<file path="src/logic/priority_shadow_defines.svh">
`ifndef PRIORITY_SHADOW_DEFINES_SVH
`define PRIORITY_SHADOW_DEFINES_SVH

// byte offset of the shadow byte inside the virtual page
`define SHADOW_BYTE_OFFSET   64'h0000_0000_0000_0080
// page is 4 KByte aligned: low address bits forced to zero
`define PAGE_ALIGN_BITS      12
`define PAGE_ALIGN_MASK      64'hffff_ffff_ffff_f000
// shadow priority field and threshold field positions
`define SHADOW_PRIO_HI       7
`define SHADOW_PRIO_LO       4
`define THRESH_HI            3
`define THRESH_LO            0
// exit-reason codes
`define EXIT_REASON_EXT_INT  16'h0001
`define EXIT_REASON_PRIO     16'h0040
// exit interruption-information layout
`define INFO_VALID_BIT       31
`define INFO_VECTOR_HI       7
`define INFO_VECTOR_LO       0
// lowest vector used by external interrupts
`define VECTOR_MIN           8'h20
// configuration selects
`define CFG_SEL_PAGE         2'h0
`define CFG_SEL_THRESH       2'h1
`define CFG_SEL_SHADOW       2'h2
// reset values
`define RST_PAGE_ADDR        64'h0000_0000_0000_0000
`define RST_THRESHOLD        32'h0000_0000
`define RST_SHADOW           8'h00
`define RST_EXIT_INFO        32'h0000_0000

`endif

</file>
<file path="src/logic/priority_shadow_pkg.sv">
package priority_shadow_pkg;

  typedef struct packed {
    logic use_priority_shadow;
    logic priority_read_exiting;
    logic priority_write_exiting;
    logic ext_int_exiting;
    logic host_int_flag;
    logic ack_on_exit;
  } exec_ctrl_t;

  typedef struct packed {
    logic       valid;
    logic       write;
    logic [3:0] level;
  } guest_req_t;

  typedef enum logic [1:0] {
    MODE_HOST  = 2'b00,
    MODE_GUEST = 2'b01,
    MODE_ACK   = 2'b10
  } mode_t;

  typedef struct packed {
    mode_t        mode;
    logic [63:0]  page_addr;
    logic [63:0]  shadow_addr;
    logic [31:0]  threshold;
    logic [7:0]   shadow;
    logic         if_flag;
    logic         exit_pulse;
    logic [15:0]  exit_reason;
    logic [31:0]  exit_info;
    logic         read_valid;
    logic [3:0]   read_data;
    logic         inta_req;
  } core_state_t;

endpackage : priority_shadow_pkg

</file>
<file path="src/logic/priority_compare.sv">
`timescale 1ns/1ps
`default_nettype none

// four-bit priority against four-bit threshold
module priority_compare
  import priority_shadow_pkg::*;
#(
  parameter int WIDTH = 4
)(
  input  wire logic [WIDTH-1:0] level,
  input  wire logic [WIDTH-1:0] limit,
  output logic                  below
);

  assign below = (level < limit);

endmodule : priority_compare

`default_nettype wire

</file>
<file path="src/logic/priority_shadow_exit_logic.sv">
// Contract
// RULE1: hold 64-bit page address, 4-KByte aligned
// RULE2: shadow is bits 7:4 of byte 128
// RULE3: exit when write drops below threshold
// RULE4: shadow read without exit when enabled
// RULE5: read exiting forces exit on reads
// RULE6: shadow write stored, exit if below
// RULE7: write exiting forces exit on writes
// RULE8: hypervisor sets both interrupt exit bits
// RULE9: every exit clears interrupt-enable flag
// RULE10: external interrupt exit reason is 1
// RULE11: acknowledge, capture vector before handover
// RULE12: hypervisor may re-enable interrupts itself
// RULE13: vectors are 8 bits, 20h to ffh
// RULE14: compare upper nibble against four-bit threshold
`timescale 1ns/1ps
`default_nettype none
`include "priority_shadow_defines.svh"

module priority_shadow_exit_logic
  import priority_shadow_pkg::*;
(
  input  wire logic        SYS_CLK,
  input  wire logic        SYS_RST,
  input  wire logic        CLK_EN,
  input  wire exec_ctrl_t  EXEC_CTRL,
  input  wire guest_req_t  GUEST_REQ,
  input  wire logic        EXT_INT,
  input  wire logic        INTA_ACK,
  input  wire logic [7:0]  INTA_VECTOR,
  input  wire logic        VM_ENTRY,
  input  wire logic        IF_SET,
  input  wire logic        CFG_WR,
  input  wire logic [1:0]  CFG_SEL,
  input  wire logic [63:0] CFG_WDATA,
  output logic             IN_GUEST,
  output logic             READ_VALID,
  output logic [3:0]       READ_DATA,
  output logic             EXIT_PULSE,
  output logic [15:0]      EXIT_REASON,
  output logic [31:0]      EXIT_INFO,
  output logic             INTA_REQ,
  output logic             IF_FLAG,
  output logic [63:0]      PAGE_ADDR,
  output logic [63:0]      SHADOW_ADDR,
  output logic [31:0]      THRESHOLD,
  output logic [7:0]       SHADOW_BYTE
);

  ////////////////////////////////////////////////////////////////////////////
  core_state_t r;
  core_state_t next_r;
  logic        below;
  logic        ext_exit;
  logic        prio_exit;

  // RULE14: nibble against nibble
  priority_compare #(
    .WIDTH (4)
  ) i_priority_compare (
    .level (GUEST_REQ.level),
    .limit (r.threshold[`THRESH_HI:`THRESH_LO]),
    .below (below)
  );

  // RULE8: exit only when both pin controls are set
  assign ext_exit = (r.mode == MODE_GUEST) && EXT_INT
                    && EXEC_CTRL.ext_int_exiting && EXEC_CTRL.host_int_flag;

  ////////////////////////////////////////////////////////////////////////////
  always_comb
  begin
    next_r            = r;
    next_r.exit_pulse = 1'b0;
    next_r.read_valid = 1'b0;
    prio_exit         = 1'b0;
    case (r.mode)
      MODE_HOST:
      begin
        // RULE12: interrupts come back only by software
        if (IF_SET)
        begin
          next_r.if_flag = 1'b1;
        end
        if (CFG_WR)
        begin
          case (CFG_SEL)
            `CFG_SEL_PAGE:
            begin
              // RULE1: aligned page and derived shadow address
              next_r.page_addr   = CFG_WDATA & `PAGE_ALIGN_MASK;
              next_r.shadow_addr = (CFG_WDATA & `PAGE_ALIGN_MASK) | `SHADOW_BYTE_OFFSET;
            end
            `CFG_SEL_THRESH:
            begin
              next_r.threshold = CFG_WDATA[31:0];
            end
            `CFG_SEL_SHADOW:
            begin
              next_r.shadow = CFG_WDATA[7:0];
            end
            default:
            begin
              next_r.threshold = r.threshold;
            end
          endcase
        end
        if (VM_ENTRY)
        begin
          next_r.mode = MODE_GUEST;
        end
      end
      MODE_GUEST:
      begin
        // external interrupt takes priority over a same-cycle guest access
        if (ext_exit)
        begin
          // RULE9: mask interrupts on exit
          next_r.if_flag     = 1'b0;
          // RULE10: reason code for external interrupt
          next_r.exit_reason = `EXIT_REASON_EXT_INT;
          next_r.exit_info   = `RST_EXIT_INFO;
          if (EXEC_CTRL.ack_on_exit)
          begin
            // RULE11: acknowledge before handing over
            next_r.mode     = MODE_ACK;
            next_r.inta_req = 1'b1;
          end
          else
          begin
            next_r.mode       = MODE_HOST;
            next_r.exit_pulse = 1'b1;
          end
        end
        else if (GUEST_REQ.valid && !GUEST_REQ.write)
        begin
          // RULE5: read exiting overrides shadow use
          if (EXEC_CTRL.priority_read_exiting || !EXEC_CTRL.use_priority_shadow)
          begin
            prio_exit = 1'b1;
          end
          else
          begin
            // RULE4: read served from the shadow
            next_r.read_valid = 1'b1;
            next_r.read_data  = r.shadow[`SHADOW_PRIO_HI:`SHADOW_PRIO_LO];
          end
        end
        else if (GUEST_REQ.valid)
        begin
          // RULE7: write exiting overrides shadow use
          if (EXEC_CTRL.priority_write_exiting || !EXEC_CTRL.use_priority_shadow)
          begin
            prio_exit = 1'b1;
          end
          else
          begin
            // RULE2: upper nibble of the shadow byte, low nibble cleared
            // RULE6: store first, then exit when below
            next_r.shadow = {GUEST_REQ.level, 4'h0};
            // RULE3: fell below threshold
            prio_exit     = below;
          end
        end
        if (prio_exit)
        begin
          // RULE9: mask interrupts on exit
          next_r.if_flag     = 1'b0;
          next_r.exit_reason = `EXIT_REASON_PRIO;
          next_r.exit_info   = `RST_EXIT_INFO;
          next_r.exit_pulse  = 1'b1;
          next_r.mode        = MODE_HOST;
        end
      end
      MODE_ACK:
      begin
        // RULE13: only vectors 20h..ffh are accepted, others keep waiting
        if (INTA_ACK && (INTA_VECTOR >= `VECTOR_MIN))
        begin
          // RULE11: vector saved then control handed over
          next_r.inta_req                                  = 1'b0;
          next_r.exit_info                                 = `RST_EXIT_INFO;
          next_r.exit_info[`INFO_VALID_BIT]                = 1'b1;
          next_r.exit_info[`INFO_VECTOR_HI:`INFO_VECTOR_LO] = INTA_VECTOR;
          next_r.exit_pulse                                = 1'b1;
          next_r.mode                                      = MODE_HOST;
        end
      end
      default:
      begin
        next_r.mode = MODE_HOST;
      end
    endcase
  end

  ////////////////////////////////////////////////////////////////////////////
  always_ff @(posedge SYS_CLK)
  begin
    if (SYS_RST)
    begin
      r.mode        <= MODE_HOST;
      r.page_addr   <= `RST_PAGE_ADDR;
      r.shadow_addr <= `SHADOW_BYTE_OFFSET;
      r.threshold   <= `RST_THRESHOLD;
      r.shadow      <= `RST_SHADOW;
      r.if_flag     <= 1'b0;
      r.exit_pulse  <= 1'b0;
      r.exit_reason <= 16'h0000;
      r.exit_info   <= `RST_EXIT_INFO;
      r.read_valid  <= 1'b0;
      r.read_data   <= 4'h0;
      r.inta_req    <= 1'b0;
    end
    else if (CLK_EN)
    begin
      r <= next_r;
    end
  end

  assign IN_GUEST    = (r.mode == MODE_GUEST);
  assign READ_VALID  = r.read_valid;
  assign READ_DATA   = r.read_data;
  assign EXIT_PULSE  = r.exit_pulse;
  assign EXIT_REASON = r.exit_reason;
  assign EXIT_INFO   = r.exit_info;
  assign INTA_REQ    = r.inta_req;
  assign IF_FLAG     = r.if_flag;
  assign PAGE_ADDR   = r.page_addr;
  assign SHADOW_ADDR = r.shadow_addr;
  assign THRESHOLD   = r.threshold;
  assign SHADOW_BYTE = r.shadow;

  ////////////////////////////////////////////////////////////////////////////
  // checks; frozen cycles (CLK_EN low) are excluded from every trigger except those of a_page_align, a_exit_masks and a_vector_range
  logic g_rd;
  logic g_wr;
  assign g_rd = CLK_EN && IN_GUEST && !ext_exit && GUEST_REQ.valid && !GUEST_REQ.write;
  assign g_wr = CLK_EN && IN_GUEST && !ext_exit && GUEST_REQ.valid && GUEST_REQ.write;
endmodule : priority_shadow_exit_logic

`default_nettype wire

</file>
<file path="config.mk">
export PLATFORM = sky130hd
export DESIGN_NAME = priority_shadow_exit_logic
export DESIGN_NICKNAME = d
export VERILOG_FILES = /design/src/logic/priority_shadow_pkg.sv /design/src/logic/priority_compare.sv /design/src/logic/priority_shadow_exit_logic.sv
export VERILOG_INCLUDE_DIRS = /design/src /design/src/logic
export SDC_FILE = /design/constraint.sdc
export NUM_CORES = 1
export LEC_CHECK = 0
export BUFFER_PORTS_ARGS = -buffer_cell sky130_fd_sc_hd__buf_2
export CAP_MARGIN = 20
export CELL_PAD_IN_SITES_DETAIL_PLACEMENT = 1
export CELL_PAD_IN_SITES_GLOBAL_PLACEMENT = 2
export CORE_MARGIN = 2
export CORE_UTILIZATION = 26
export CTS_BUF_LIST = sky130_fd_sc_hd__clkbuf_4
export DETAILED_ROUTE_END_ITERATION = 7
export PLACE_DENSITY = 0.95
export SETUP_SLACK_MARGIN = 0.15
export SYNTH_ARGS = -nofsm -noshare
export SYNTH_HDL_FRONTEND = slang
export SYNTH_HIERARCHICAL = 1
export SYNTH_SLANG_ARGS = --single-unit
</file>
<file path="constraint.sdc">
create_clock -name SYS_CLK -period 6.1 [get_ports SYS_CLK]
set_input_delay 0.61 -clock SYS_CLK [delete_from_list [all_inputs] [get_ports SYS_CLK]]
set_output_delay 0.61 -clock SYS_CLK [all_outputs]
set_load 0.01 [all_outputs]
</file>
======== After elaboration in Yosys (flattened, before gate mapping) ========
Index checks and enable logic that the tools add are counted.
operators by class
  add/subtract/negate cells ............... 0
  multiply operators ...................... 0
  divide/modulo/power cells ............... 0
  magnitude comparators ................... 2
  equal/unequal tests ..................... 16
  shift operators ......................... 0
  multiplexer cells ....................... 35
  bitwise gates (word level) .............. 2
  reductions and logical operators ........ 23
operators with widths
  kind                                                                                 number
  50-bit two-way mux                                                                   2
  32-bit one-hot mux with 2 select lines                                               1
  8-bit two-way mux                                                                    6
  32-bit two-way mux                                                                   1
  5-bit two-way mux                                                                    4
  4-bit AND reduction                                                                  5
  2-bit inequality test, second input constant                                         9
  9-bit one-hot mux with 2 select lines                                                1
  1-bit two-way mux                                                                    12
  2-bit two-way mux                                                                    5
  5-bit AND reduction                                                                  2
  8-bit by 6-bit greater-or-equal comparator with 1-bit output, second input constant  1
  8-bit AND reduction                                                                  1
  2-bit one-hot mux with 3 select lines                                                1
  2-bit nonzero test                                                                   3
  1-bit logical AND                                                                    5
  2-bit by 1-bit == test with 1-bit output, second input constant                      2
  2-bit == test, second input constant                                                 2
  2-bit zero test                                                                      2
  4-bit less-than comparator                                                           1
  2-bit by 1-bit inequality test with 1-bit output, second input constant              2
  1-bit one-hot mux with 2 select lines                                                2
  3-bit by 1-bit inequality test with 1-bit output, second input constant              1
  3-bit AND reduction                                                                  1
  3 further kinds                                                                      6
storage, ports and cells
  bits in registers ....................... 150
  bits in latches ......................... 0
  RAM bits ................................ 0
  bits in read-only memories .............. 0
  bits of input ports ..................... 94
  output and inout port bits .............. 225
  logic and storage cells ................. 89
  memories ................................ 0

======== Depth between registers and ports, before layout ========
Gate-level depths: netlist of run 1.
  depth in word-level cells ............... 9
  depth in mapped cells ................... 8
  gate-level depth less buffers ........... 8

======== Modules after synthesis ========
Netlist of run 1, hierarchy kept.
by module, submodules not included
  module                      times used  cells an instance  area an instance (µm²)  seq. area each (µm²)
  priority_shadow_exit_logic  1           734                5,894.4                 2,262.2
  priority_compare            1           11                 85.1                    0.0

======== Least setup slack after synthesis of run 1 ========
OpenSTA, ideal clock, no wires.
  path type ............................... input -> register
  start ................................... input port GUEST_REQ[1] (netlist bit)
  end ..................................... register r (netlist bit EXIT_INFO[0])
  setup time .............................. 0.117 ns
  arrival ................................. 2.315 ns
  required time ........................... 5.983 ns
  slack ................................... 3.668 ns
  stages on the path ...................... 7
  buffers on the path ..................... 0
  cell sequence ........................... ha_1 a2111oi_2 or3_1 nand4bb_1 a311o_2 nor4b_4 a22o_1
on the way
  word-level cells in the longest chain between the ends .. 8
  elaborated cells between the ends (all ways) .. 10
  classes of those cells .................. order compare (1); eq/ne (1); mux (7); reduce/logical (1)
ends and longest elaborated chain
  what                                                                                                     line                               RTL
  start: declaration                                                                                       priority_shadow_exit_logic.sv:27   input wire guest_req_t GUEST_REQ,
  4-bit less-than comparator *                                                                             priority_compare.sv:15             assign below = (level < limit);
  via below                                                                                                priority_shadow_exit_logic.sv:53   logic below;
  1-bit two-way mux *                                                                                      priority_shadow_exit_logic.sv:152  if (EXEC_CTRL.priority_write_exiting || !EXEC_CTRL.use_priority_shadow)
  1-bit two-way mux *                                                                                      priority_shadow_exit_logic.sv:149  else if (GUEST_REQ.valid)
  1-bit two-way mux *                                                                                      priority_shadow_exit_logic.sv:135  else if (GUEST_REQ.valid && !GUEST_REQ.write)
  1-bit two-way mux *                                                                                      priority_shadow_exit_logic.sv:116  if (ext_exit)
  1-bit two-way mux *                                                                                      priority_shadow_exit_logic.sv:77   case (r.mode)
  3-bit by 1-bit inequality test with 1-bit output (no source line) or 50-bit two-way mux (tied branches)  -
  4-bit AND reduction (no source line) or 32-bit one-hot mux with 2 select lines (tied branches)           -
  end signal: assignment                                                                                   priority_shadow_exit_logic.sv:216  r <= next_r;
  end: declaration                                                                                         priority_shadow_exit_logic.sv:51   core_state_t r;
Mark *: on every way through the listed nets, which the timed path passes. The rest lies on a longest branch. The select of a mux whose other input is x is not followed.
A chain may end at the register's enable or synchronous reset.

======== Worst setup path in the final report of run 1 ========
  start ................................... register r[225] (netlist bit)
  end ..................................... output port IN_GUEST
on the way
  word-level cells in the longest chain between the ends .. 1
ends and longest elaborated chain
  what                                      line                              RTL
  2-bit by 1-bit == test with 1-bit output  -
  end: declaration                          priority_shadow_exit_logic.sv:36  output logic IN_GUEST,
No other way between the ends.

==> results of run 1 <==
cell type report:
class                   count  area [sq um]  area share (%)
flip-flops and latches    113          2260            35.5
multi-input cells         423          2110            33.1
repair buffers            260          1310            20.6
well taps                 285           357            5.60
clock inverters            13           144            2.26
clock buffers              18           135            2.12
inverters                  13          48.8           0.766
diodes                      2          5.00          0.0786
cells in the mapped netlist, types with 2 or more instances:
cell / n / area (sq um)
sky130_fd_sc_hd__nand2_1: 175 / 657
sky130_fd_sc_hd__nand3_1: 3 / 15.0
sky130_fd_sc_hd__or3b_1: 3 / 26.3
sky130_fd_sc_hd__clkbuf_1: 31 / 116
sky130_fd_sc_hd__dfxtp_1: 113 / 2260
sky130_fd_sc_hd__buf_4: 220 / 1650
sky130_fd_sc_hd__o21ai_0: 11 / 55.1
sky130_fd_sc_hd__or3b_2: 2 / 17.5
sky130_fd_sc_hd__inv_1: 13 / 48.8
sky130_fd_sc_hd__a22o_1: 8 / 70.1
sky130_fd_sc_hd__or2_2: 3 / 18.8
sky130_fd_sc_hd__or3_1: 5 / 31.3
sky130_fd_sc_hd__mux2i_1: 9 / 90.1
sky130_fd_sc_hd__nand2b_1: 2 / 12.5
sky130_fd_sc_hd__conb_1: 2 / 7.51
sky130_fd_sc_hd__buf_6: 2 / 22.5
sky130_fd_sc_hd__ha_1: 6 / 75.1
sky130_fd_sc_hd__nor2_1: 11 / 41.3
sky130_fd_sc_hd__and3_1: 2 / 12.5
sky130_fd_sc_hd__a21oi_1: 96 / 480
registers in the layout, indices dropped and copies added (netlist names):
name	flops
PAGE_ADDR	52
THRESHOLD	32
EXIT_INFO	9
SHADOW_BYTE	8
READ_DATA	4
EXIT_REASON	2
r	2
EXIT_PULSE	1
IF_FLAG	1
INTA_REQ	1
READ_VALID	1
path summary, 6_finish.rpt:
kind	cells past startpoint	startpoint	slack [ps]	endpoint
setup / recovery	3	r[225]	3600	IN_GUEST
hold / removal	2	INTA_VECTOR[0]	320	EXIT_INFO[0]
setup reg to reg	6	r[225]	3700	READ_DATA[2]
hold reg to reg	2	THRESHOLD[5]	460	THRESHOLD[5]
cell families after synthesis:
logic type               Yosys count  synth area share, %
AO/OA/AOI/OAI                    134                 13.2
flip-flops                       113                 37.8
multiplexers                       9                 1.51
AND/OR/NAND/NOR                  213                 15.2
buffers and inverters            268                 30.9
other                              2                0.126
adder cells (fa/ha/maj)            6                 1.26
power by group:
part	total [mW]	internal, mW	switching, mW
clock	0.585	0.280	0.305
combinational	0.166	0.0595	0.107
sequential	0.763	0.753	0.0103
stage by stage:
| step | hold WS (ps) | instance area, sq um | setup WS [ps] | instances | power [mW] |
|---|---|---|---|---|---|
| final | 317 | 6370 | 3600 | 1127 | 1.51 |
| after global routing | 238 | 6370 | 3430 | 1127 | 1.60 |
| after CTS | 240 | 6370 | 3530 | 1125 | 1.55 |
| after detailed placement | 443 | 6090 | 3380 | 1094 | 0.948 |
| after global placement | 439 | 6090 | 3430 | 1094 | 0.945 |
| after floorplan | 428 | 6200 | 3670 | 804 | 0.925 |
layer usage:
metal	share of wire (%)	wire length, microns	vias up	GRT usage [%]
li1	-	-	2306	-
met1	42	6930	2216	15.1
met2	47	7820	224	23.1
met3	8.8	1460	15	4.75
met4	1.6	263	0	4.50
met5	0	0	-	0
layout by cell type, fill, tap and decap left out, types with 4 or more instances in the layout:
master	count
sky130_fd_sc_hd__clkinv_1	4
sky130_fd_sc_hd__clkbuf_4	18
sky130_fd_sc_hd__nand2_1	175
sky130_fd_sc_hd__inv_1	13
sky130_fd_sc_hd__a22o_1	8
sky130_fd_sc_hd__ha_1	6
sky130_fd_sc_hd__buf_4	4
sky130_fd_sc_hd__mux2i_1	9
sky130_fd_sc_hd__o21ai_0	11
sky130_fd_sc_hd__conb_1	61
sky130_fd_sc_hd__a21oi_1	96
sky130_fd_sc_hd__nor2_1	9
sky130_fd_sc_hd__buf_2	256
sky130_fd_sc_hd__or3_1	5
sky130_fd_sc_hd__dfxtp_1	113
==> results.txt, run 1 <==
The flow ran to the end, and the final reports show no timing, DRC or antenna violations. The die boundary height is 156 microns. The mean area per synthesized cell came out at 8.03 sq um. The timing-limited maximum frequency came out at 0.401 GHz.

The total clock sinks is about 110. The fill cell instance count of the final layout is 2846. The hold violation count in the final report came out at 0. The total of buffers placed on input and output ports is ~260.

TritonCTS built the clock tree. Data arrives at the worst endpoint at 1890 ps. After layout, the worst path uses 40.9% of the clock period. The placer congestion estimate came out at 0.761. After synthesis, the share of flip-flops with an asynchronous set or reset is 0%. The post-synthesis sequential area ratio is 37.8%. The overall die width is 156 microns. Setup violations remaining at the end of the flow were counted as 0. The largest net degree at the start of global routing is 67. IR analysis of the VDD net gives a maximum drop of 107 uV. In this run, post-CTS hold repair placed 0 buffers.

The routed design has 16500 microns of wire. The iteration-0 DRC count of the detailed router is 161. The tool flagged a number of max-cap violations equal to 0. The data required time at the worst endpoint is 5490 ps. The buffers plus inverters on the worst setup path is 2. The overall global routing resource usage is 13.3%.

The static leakage power is ~3.0 nW. The cell with the largest stage delay on the worst path is sky130_fd_sc_hd__ha_1. The via count of the first global-routing pass came out at 4561. The register bit count reported by yosys is 113.

The final net count is 928. The area growth from synthesis to layout is 6.55%. In this run the cell area of the synthesized design comes to 5980 sq um. The iteration count of the initial detailed-routing pass is 4.

The maximum level of the CTS H-tree is 4. The number of antenna violations at the first check in global routing was 2. 319 I/O pins were placed. The synthesized netlist contains 48 unique library cells. The power per unit of standard cell area came out at 238 nW/um^2. The nature of the critical path startpoint is a flip-flop. Walking the worst path, the cells encountered are inv_1, ha_1, buf_2. Setup repair after global routing left no endpoint under its margin. The number of synthesized flops with an enable pin came out at 0. The number of buffers inserted during clock tree synthesis is 17. In the final routed layout, each cell accounts on average for 14.6 microns.

The maximum single-stage delay on the critical path came out at 680 ps. The number of warnings printed during yosys synthesis came out at 6. After clock tree synthesis, the clock-pin slew on the worst setup and hold paths is 110 ps. The number of vias per cell is 4.22.

The worst max-slew margin expressed relative to the limit came out at 40.1%. STA classifies the critical path endpoint as an output pin. The kind of cell with the highest combined delay on the critical path is adder cells. The final-report max-slew violation count came to 0. The tightest min-delay check is of the in -> reg type. Gates resized during post-CTS repair numbered 0. The critical path in this run is classified as reg -> out. The measured slew at the worst slew-check pin came out at 887 ps. The clock skew after layout is 26.0 ps.

The core footprint is 22600 sq um. CTS placed an instance of sky130_fd_sc_hd__clkbuf_4 at the clock tree root. The site row count came out at 55. The number of buffers on the longest clock path is 2. The leading register cell type out of synthesis is sky130_fd_sc_hd__dfxtp_1.

The cell count after synthesis came out at 745. The die area came out at approximately 24000 sq um. After legalization and detailed placement, the total HPWL measured between 10000 and 15000 microns. The fraction of final layout cells sized beyond drive strength 1 is between 30% and 40%. The number of routed nets with antenna violations is 0. The first global-routing pass estimated approximately 25000 microns of wire.

Clock latency on the worst-skew pair, taken at its later pin, is around 500 ps. The top fanout value on the critical path is 19. In this run the post-CTS setup repair buffer count came out at 0. The final setup TNS came out at 0 ps. The leftover overflow at the end of global routing is 0. After detailed routing, the number of remaining DRC violations is 0. Once the floorplan was initialized, standard cells occupied around a quarter of the core.

The routed layout has between 4k and 5k vias. The final standard cell utilization of the core is 28.1%. The post-route minimum period is 2500 ps.
No activity file was read; power rests on OpenSTA's default activity.
==> run 2: changes to the inputs <==
CORE_UTILIZATION = 25   (was 26)
PLACE_DENSITY = 0.94   (was 0.95)
clock period = 2.4 ns   (was 6.1 ns; I/O delays follow)
==> run 2 against run 1 <==
Net effect:
- worst setup slack got worse by 3500 ps
- via count increased by 9.0%
- sequential share of layout area decreased by 4.8 points
- flip-flop and latch count unchanged
- global-route usage increased by 0.83 points
- combinational power increased to 3.4 times the previous value
- routed wire length increased by 12%
- utilization increased by 3.3 points
- non-clock buffer count increased by 84
- clock power increased to 2.6 times the previous value
- final cell count increased by 11%
- first-iteration DRC count increased by 57%
- critical path type is now reg -> reg
- largest cell class unchanged
- largest power group unchanged
==> results.txt, run 2 (synthesis results as in run 1) <==
Measured in cells, the most critical reg-to-reg path has a length of 8. Of the total power, combinational logic draws ~14%. The data required time at the worst endpoint is 2800 ps. The routed layout has just over 5k vias. The final non-filler cell total is 1246. The number of antenna violations at the first check in global routing was 1. The worst hold path belongs to the class in -> reg.

The clock transition at the registers of the reported paths is 110 ps. The total clock sinks came out at between 100 and 150. The number of vias per cell is 4.17. The worst max-slew margin expressed relative to the limit came out at 37.1%. The library cell used most frequently in the layout, excluding fill and tap cells, is sky130_fd_sc_hd__buf_2.

The clock skew after layout is 19.3 ps. Leaving out fill and tap cells, the most frequent cells in the layout are 256 x sky130_fd_sc_hd__buf_2, 175 x sky130_fd_sc_hd__nand2_1, 110 x sky130_fd_sc_hd__dfxtp_1. Counting the buffers created by CTS gives 17. The overall die width is 159 microns. The floorplan has 56 rows. The initial standard-cell utilization of the core came out at 25.5%. No sink is reached through more buffers than the 2 on the longest clock path. The count of nets left with antenna violations once routing finished came out at 0. The worst setup path is captured at a flip-flop.

TritonCTS built the clock tree. Across the VDD grid, the largest voltage drop is ~260 uV. The final count of negative-setup-slack endpoints is 0.

The die area came out at 25200 sq um. The total of buffers placed on input and output ports came out at roughly 260. The routed length per instance came out at approximately 15 microns. The critical path is of the reg -> reg type. The internal power is about 2.9 mW. For this block, the routed nets add up to 18400 microns of wire. The path with the worst hold slack has its endpoint at EXIT_REASON[0]. The via count of the first global-routing pass is 5196. The overall global routing resource usage is ~14%. In this run the critical register-to-register path is captured at EXIT_INFO[3]. The reported net switching power came out at around 1.1 mW. In this run the register-to-register setup slack is 100 ps. The measured slew at the worst slew-check pin came out at a little over 900 ps. The post-route fraction of the period consumed by the critical path came out at 95.8%. The final setup TNS came out at 0 ps. The switching portion of total power came out at 27.9%. The static leakage power came out at 3.44 nW.

The fill cell instance count of the final layout came out at ~2.9k. The iteration count of the initial detailed-routing pass came out at 4. The tool flagged a number of max-cap violations equal to 0. The timing-limited maximum frequency came out at around 0.44 GHz. The maximum level of the CTS H-tree came out at 4. The top fanout value on the critical path came out at 7. Cells with a size suffix above 1 make up a little over a third of the layout. The final worst setup slack is 101 ps. The final-report max-slew violation count is 0. The portion of total power attributed to the clock network is a little under two fifths. After detailed routing, the number of remaining DRC violations is 0.

For this run, the post-layout net count is 1014. The first routing iteration left 253 violations. The number of cells traversed by the worst hold path is 3. The die boundary height came out at 159 microns. The worst setup path is launched from a flip-flop. Dividing total power by cell area gives a power density of 543 nW/um^2.

The worst path arrival time came out at between 2000 and 3000 ps. The hold violation count in the final report came to 0. The largest net degree at the start of global routing is 72.

The cell count after placement came out at 1136. The placer congestion estimate came out at 0.770. The register with the most flip-flops in the layout has 52 of them.

Setup repair after global routing could not meet its margin everywhere. The first-pass GRT wire length came out at ~27000 microns. The half-perimeter wire length after detailed placement is ~12000 microns. Compared with the post-synthesis result, the final layout area differs by 23.5%. After global routing the overflow that remains totals 0. The clock root buffer is sky130_fd_sc_hd__clkbuf_4. The run finished with clean final reports.

The clock network latency to the later pin of the worst-skew pair came out at ~500 ps. The post-route minimum period is 2300 ps. For this design the top-level I/O count stands at 319. The worst register-to-register path begins at THRESHOLD[1]. Before CTS, the worst setup slack after placement is 51.4 ps. Sequential cells burn 48.4% of the power. The core footprint came out at 23500 sq um. The startpoint identified for the worst hold timing path is CLK_EN.
-- run 2: cell count changes in the layout (fill, tap and decap cells not counted), moves of 2 or more --
cell,previous run,this run
sky130_fd_sc_hd__dlygate4sd3_1,0,74
sky130_fd_sc_hd__dfxtp_1,113,110
sky130_fd_sc_hd__inv_1,13,10
sky130_fd_sc_hd__clkinv_1,4,2
sky130_fd_sc_hd__buf_4,4,10
sky130_fd_sc_hd__inv_2,0,3
sky130_fd_sc_hd__ha_1,6,3
sky130_fd_sc_hd__ha_4,0,3
sky130_fd_sc_hd__clkinvlp_4,2,4
sky130_fd_sc_hd__dfxtp_2,0,3
sky130_fd_sc_hd__buf_12,0,4
-- run 2: what timing repair did --
| action | in CTS | in global routing |
|---|---|---|
| setup buffers | 2 | 0 |
| hold buffers | 74 | 0 |
| endpoints found under the hold margin | 93 | 0 |
| resized for setup | 10 | 2 |
| pin swaps | 15 | 4 |
| setup endpoints to repair | 9 | 10 |
| gates cloned | 2 | 0 |
-- run 2: power groups by stage --
stage | clock, mW | sequential [mW] | combinational [mW]
6_report | 1.51 | 1.94 | 0.557
5_1_grt | 1.67 | 1.95 | 0.614
4_1_cts | 1.60 | 1.94 | 0.550
3_5_place_dp | 0 | 1.98 | 0.442
3_3_place_gp | 0 | 1.98 | 0.432
2_1_floorplan | 0 | 1.98 | 0.375
-- run 2: layout make-up --
class	instances	area, sq um	share of cell area, %
clock buffers	19	143	1.93
clock inverters	12	143	1.93
well taps	319	399	5.40
inverters	13	48.8	0.661
multi-input cells	425	2210	29.9
diodes	1	2.50	0.0339
flip-flops and latches	113	2270	30.7
repair buffers	344	2180	29.5
-- run 2: worst max-delay path, stage by stage (launching register included) --
cell	delay [ps]
sky130_fd_sc_hd__dfxtp_2	360
sky130_fd_sc_hd__inv_2	50
sky130_fd_sc_hd__ha_4	250
sky130_fd_sc_hd__a2111oi_2	50
sky130_fd_sc_hd__or3_1	360
sky130_fd_sc_hd__nand4bb_4	200
sky130_fd_sc_hd__a311o_2	480
sky130_fd_sc_hd__nor4b_4	190
sky130_fd_sc_hd__a22o_1	270
-- run 2: worst max-delay path by stage --
stage	start	to	slack, ps	cells past startpoint
after detailed placement	THRESHOLD[1]	EXIT_INFO[2]	50	8
after global routing	THRESHOLD[1]	EXIT_INFO[2]	40	8
after CTS	THRESHOLD[1]	EXIT_INFO[2]	150	8
after global placement	GUEST_REQ[1]	EXIT_INFO[0]	110	8
final	THRESHOLD[1]	EXIT_INFO[3]	100	8
after floorplan	THRESHOLD[1]	EXIT_INFO[0]	210	8
-- run 2: metrics by stage --
step,hold WS (ps),area [sq um],power (mW),utilization [%]
2_1_floorplan,373,6200,2.35,-
3_3_place_gp,439,6240,2.41,26.6
3_5_place_dp,445,6240,2.42,26.6
4_1_cts,15.5,7360,4.10,31.3
5_1_grt,59.2,7390,4.23,31.5
6_report,87.3,7390,4.01,31.5
-- run 2: per-layer routing --
| metal | share of wire (%) | track usage, % | vias up |
|---|---|---|---|
| met5 | 0 | 0 | - |
| met2 | 51 | 26.2 | 212 |
| met1 | 40 | 15.5 | 2481 |
| met3 | 7.5 | 3.84 | 13 |
| met4 | 1.4 | 4.46 | 0 |
| li1 | - | - | 2485 |
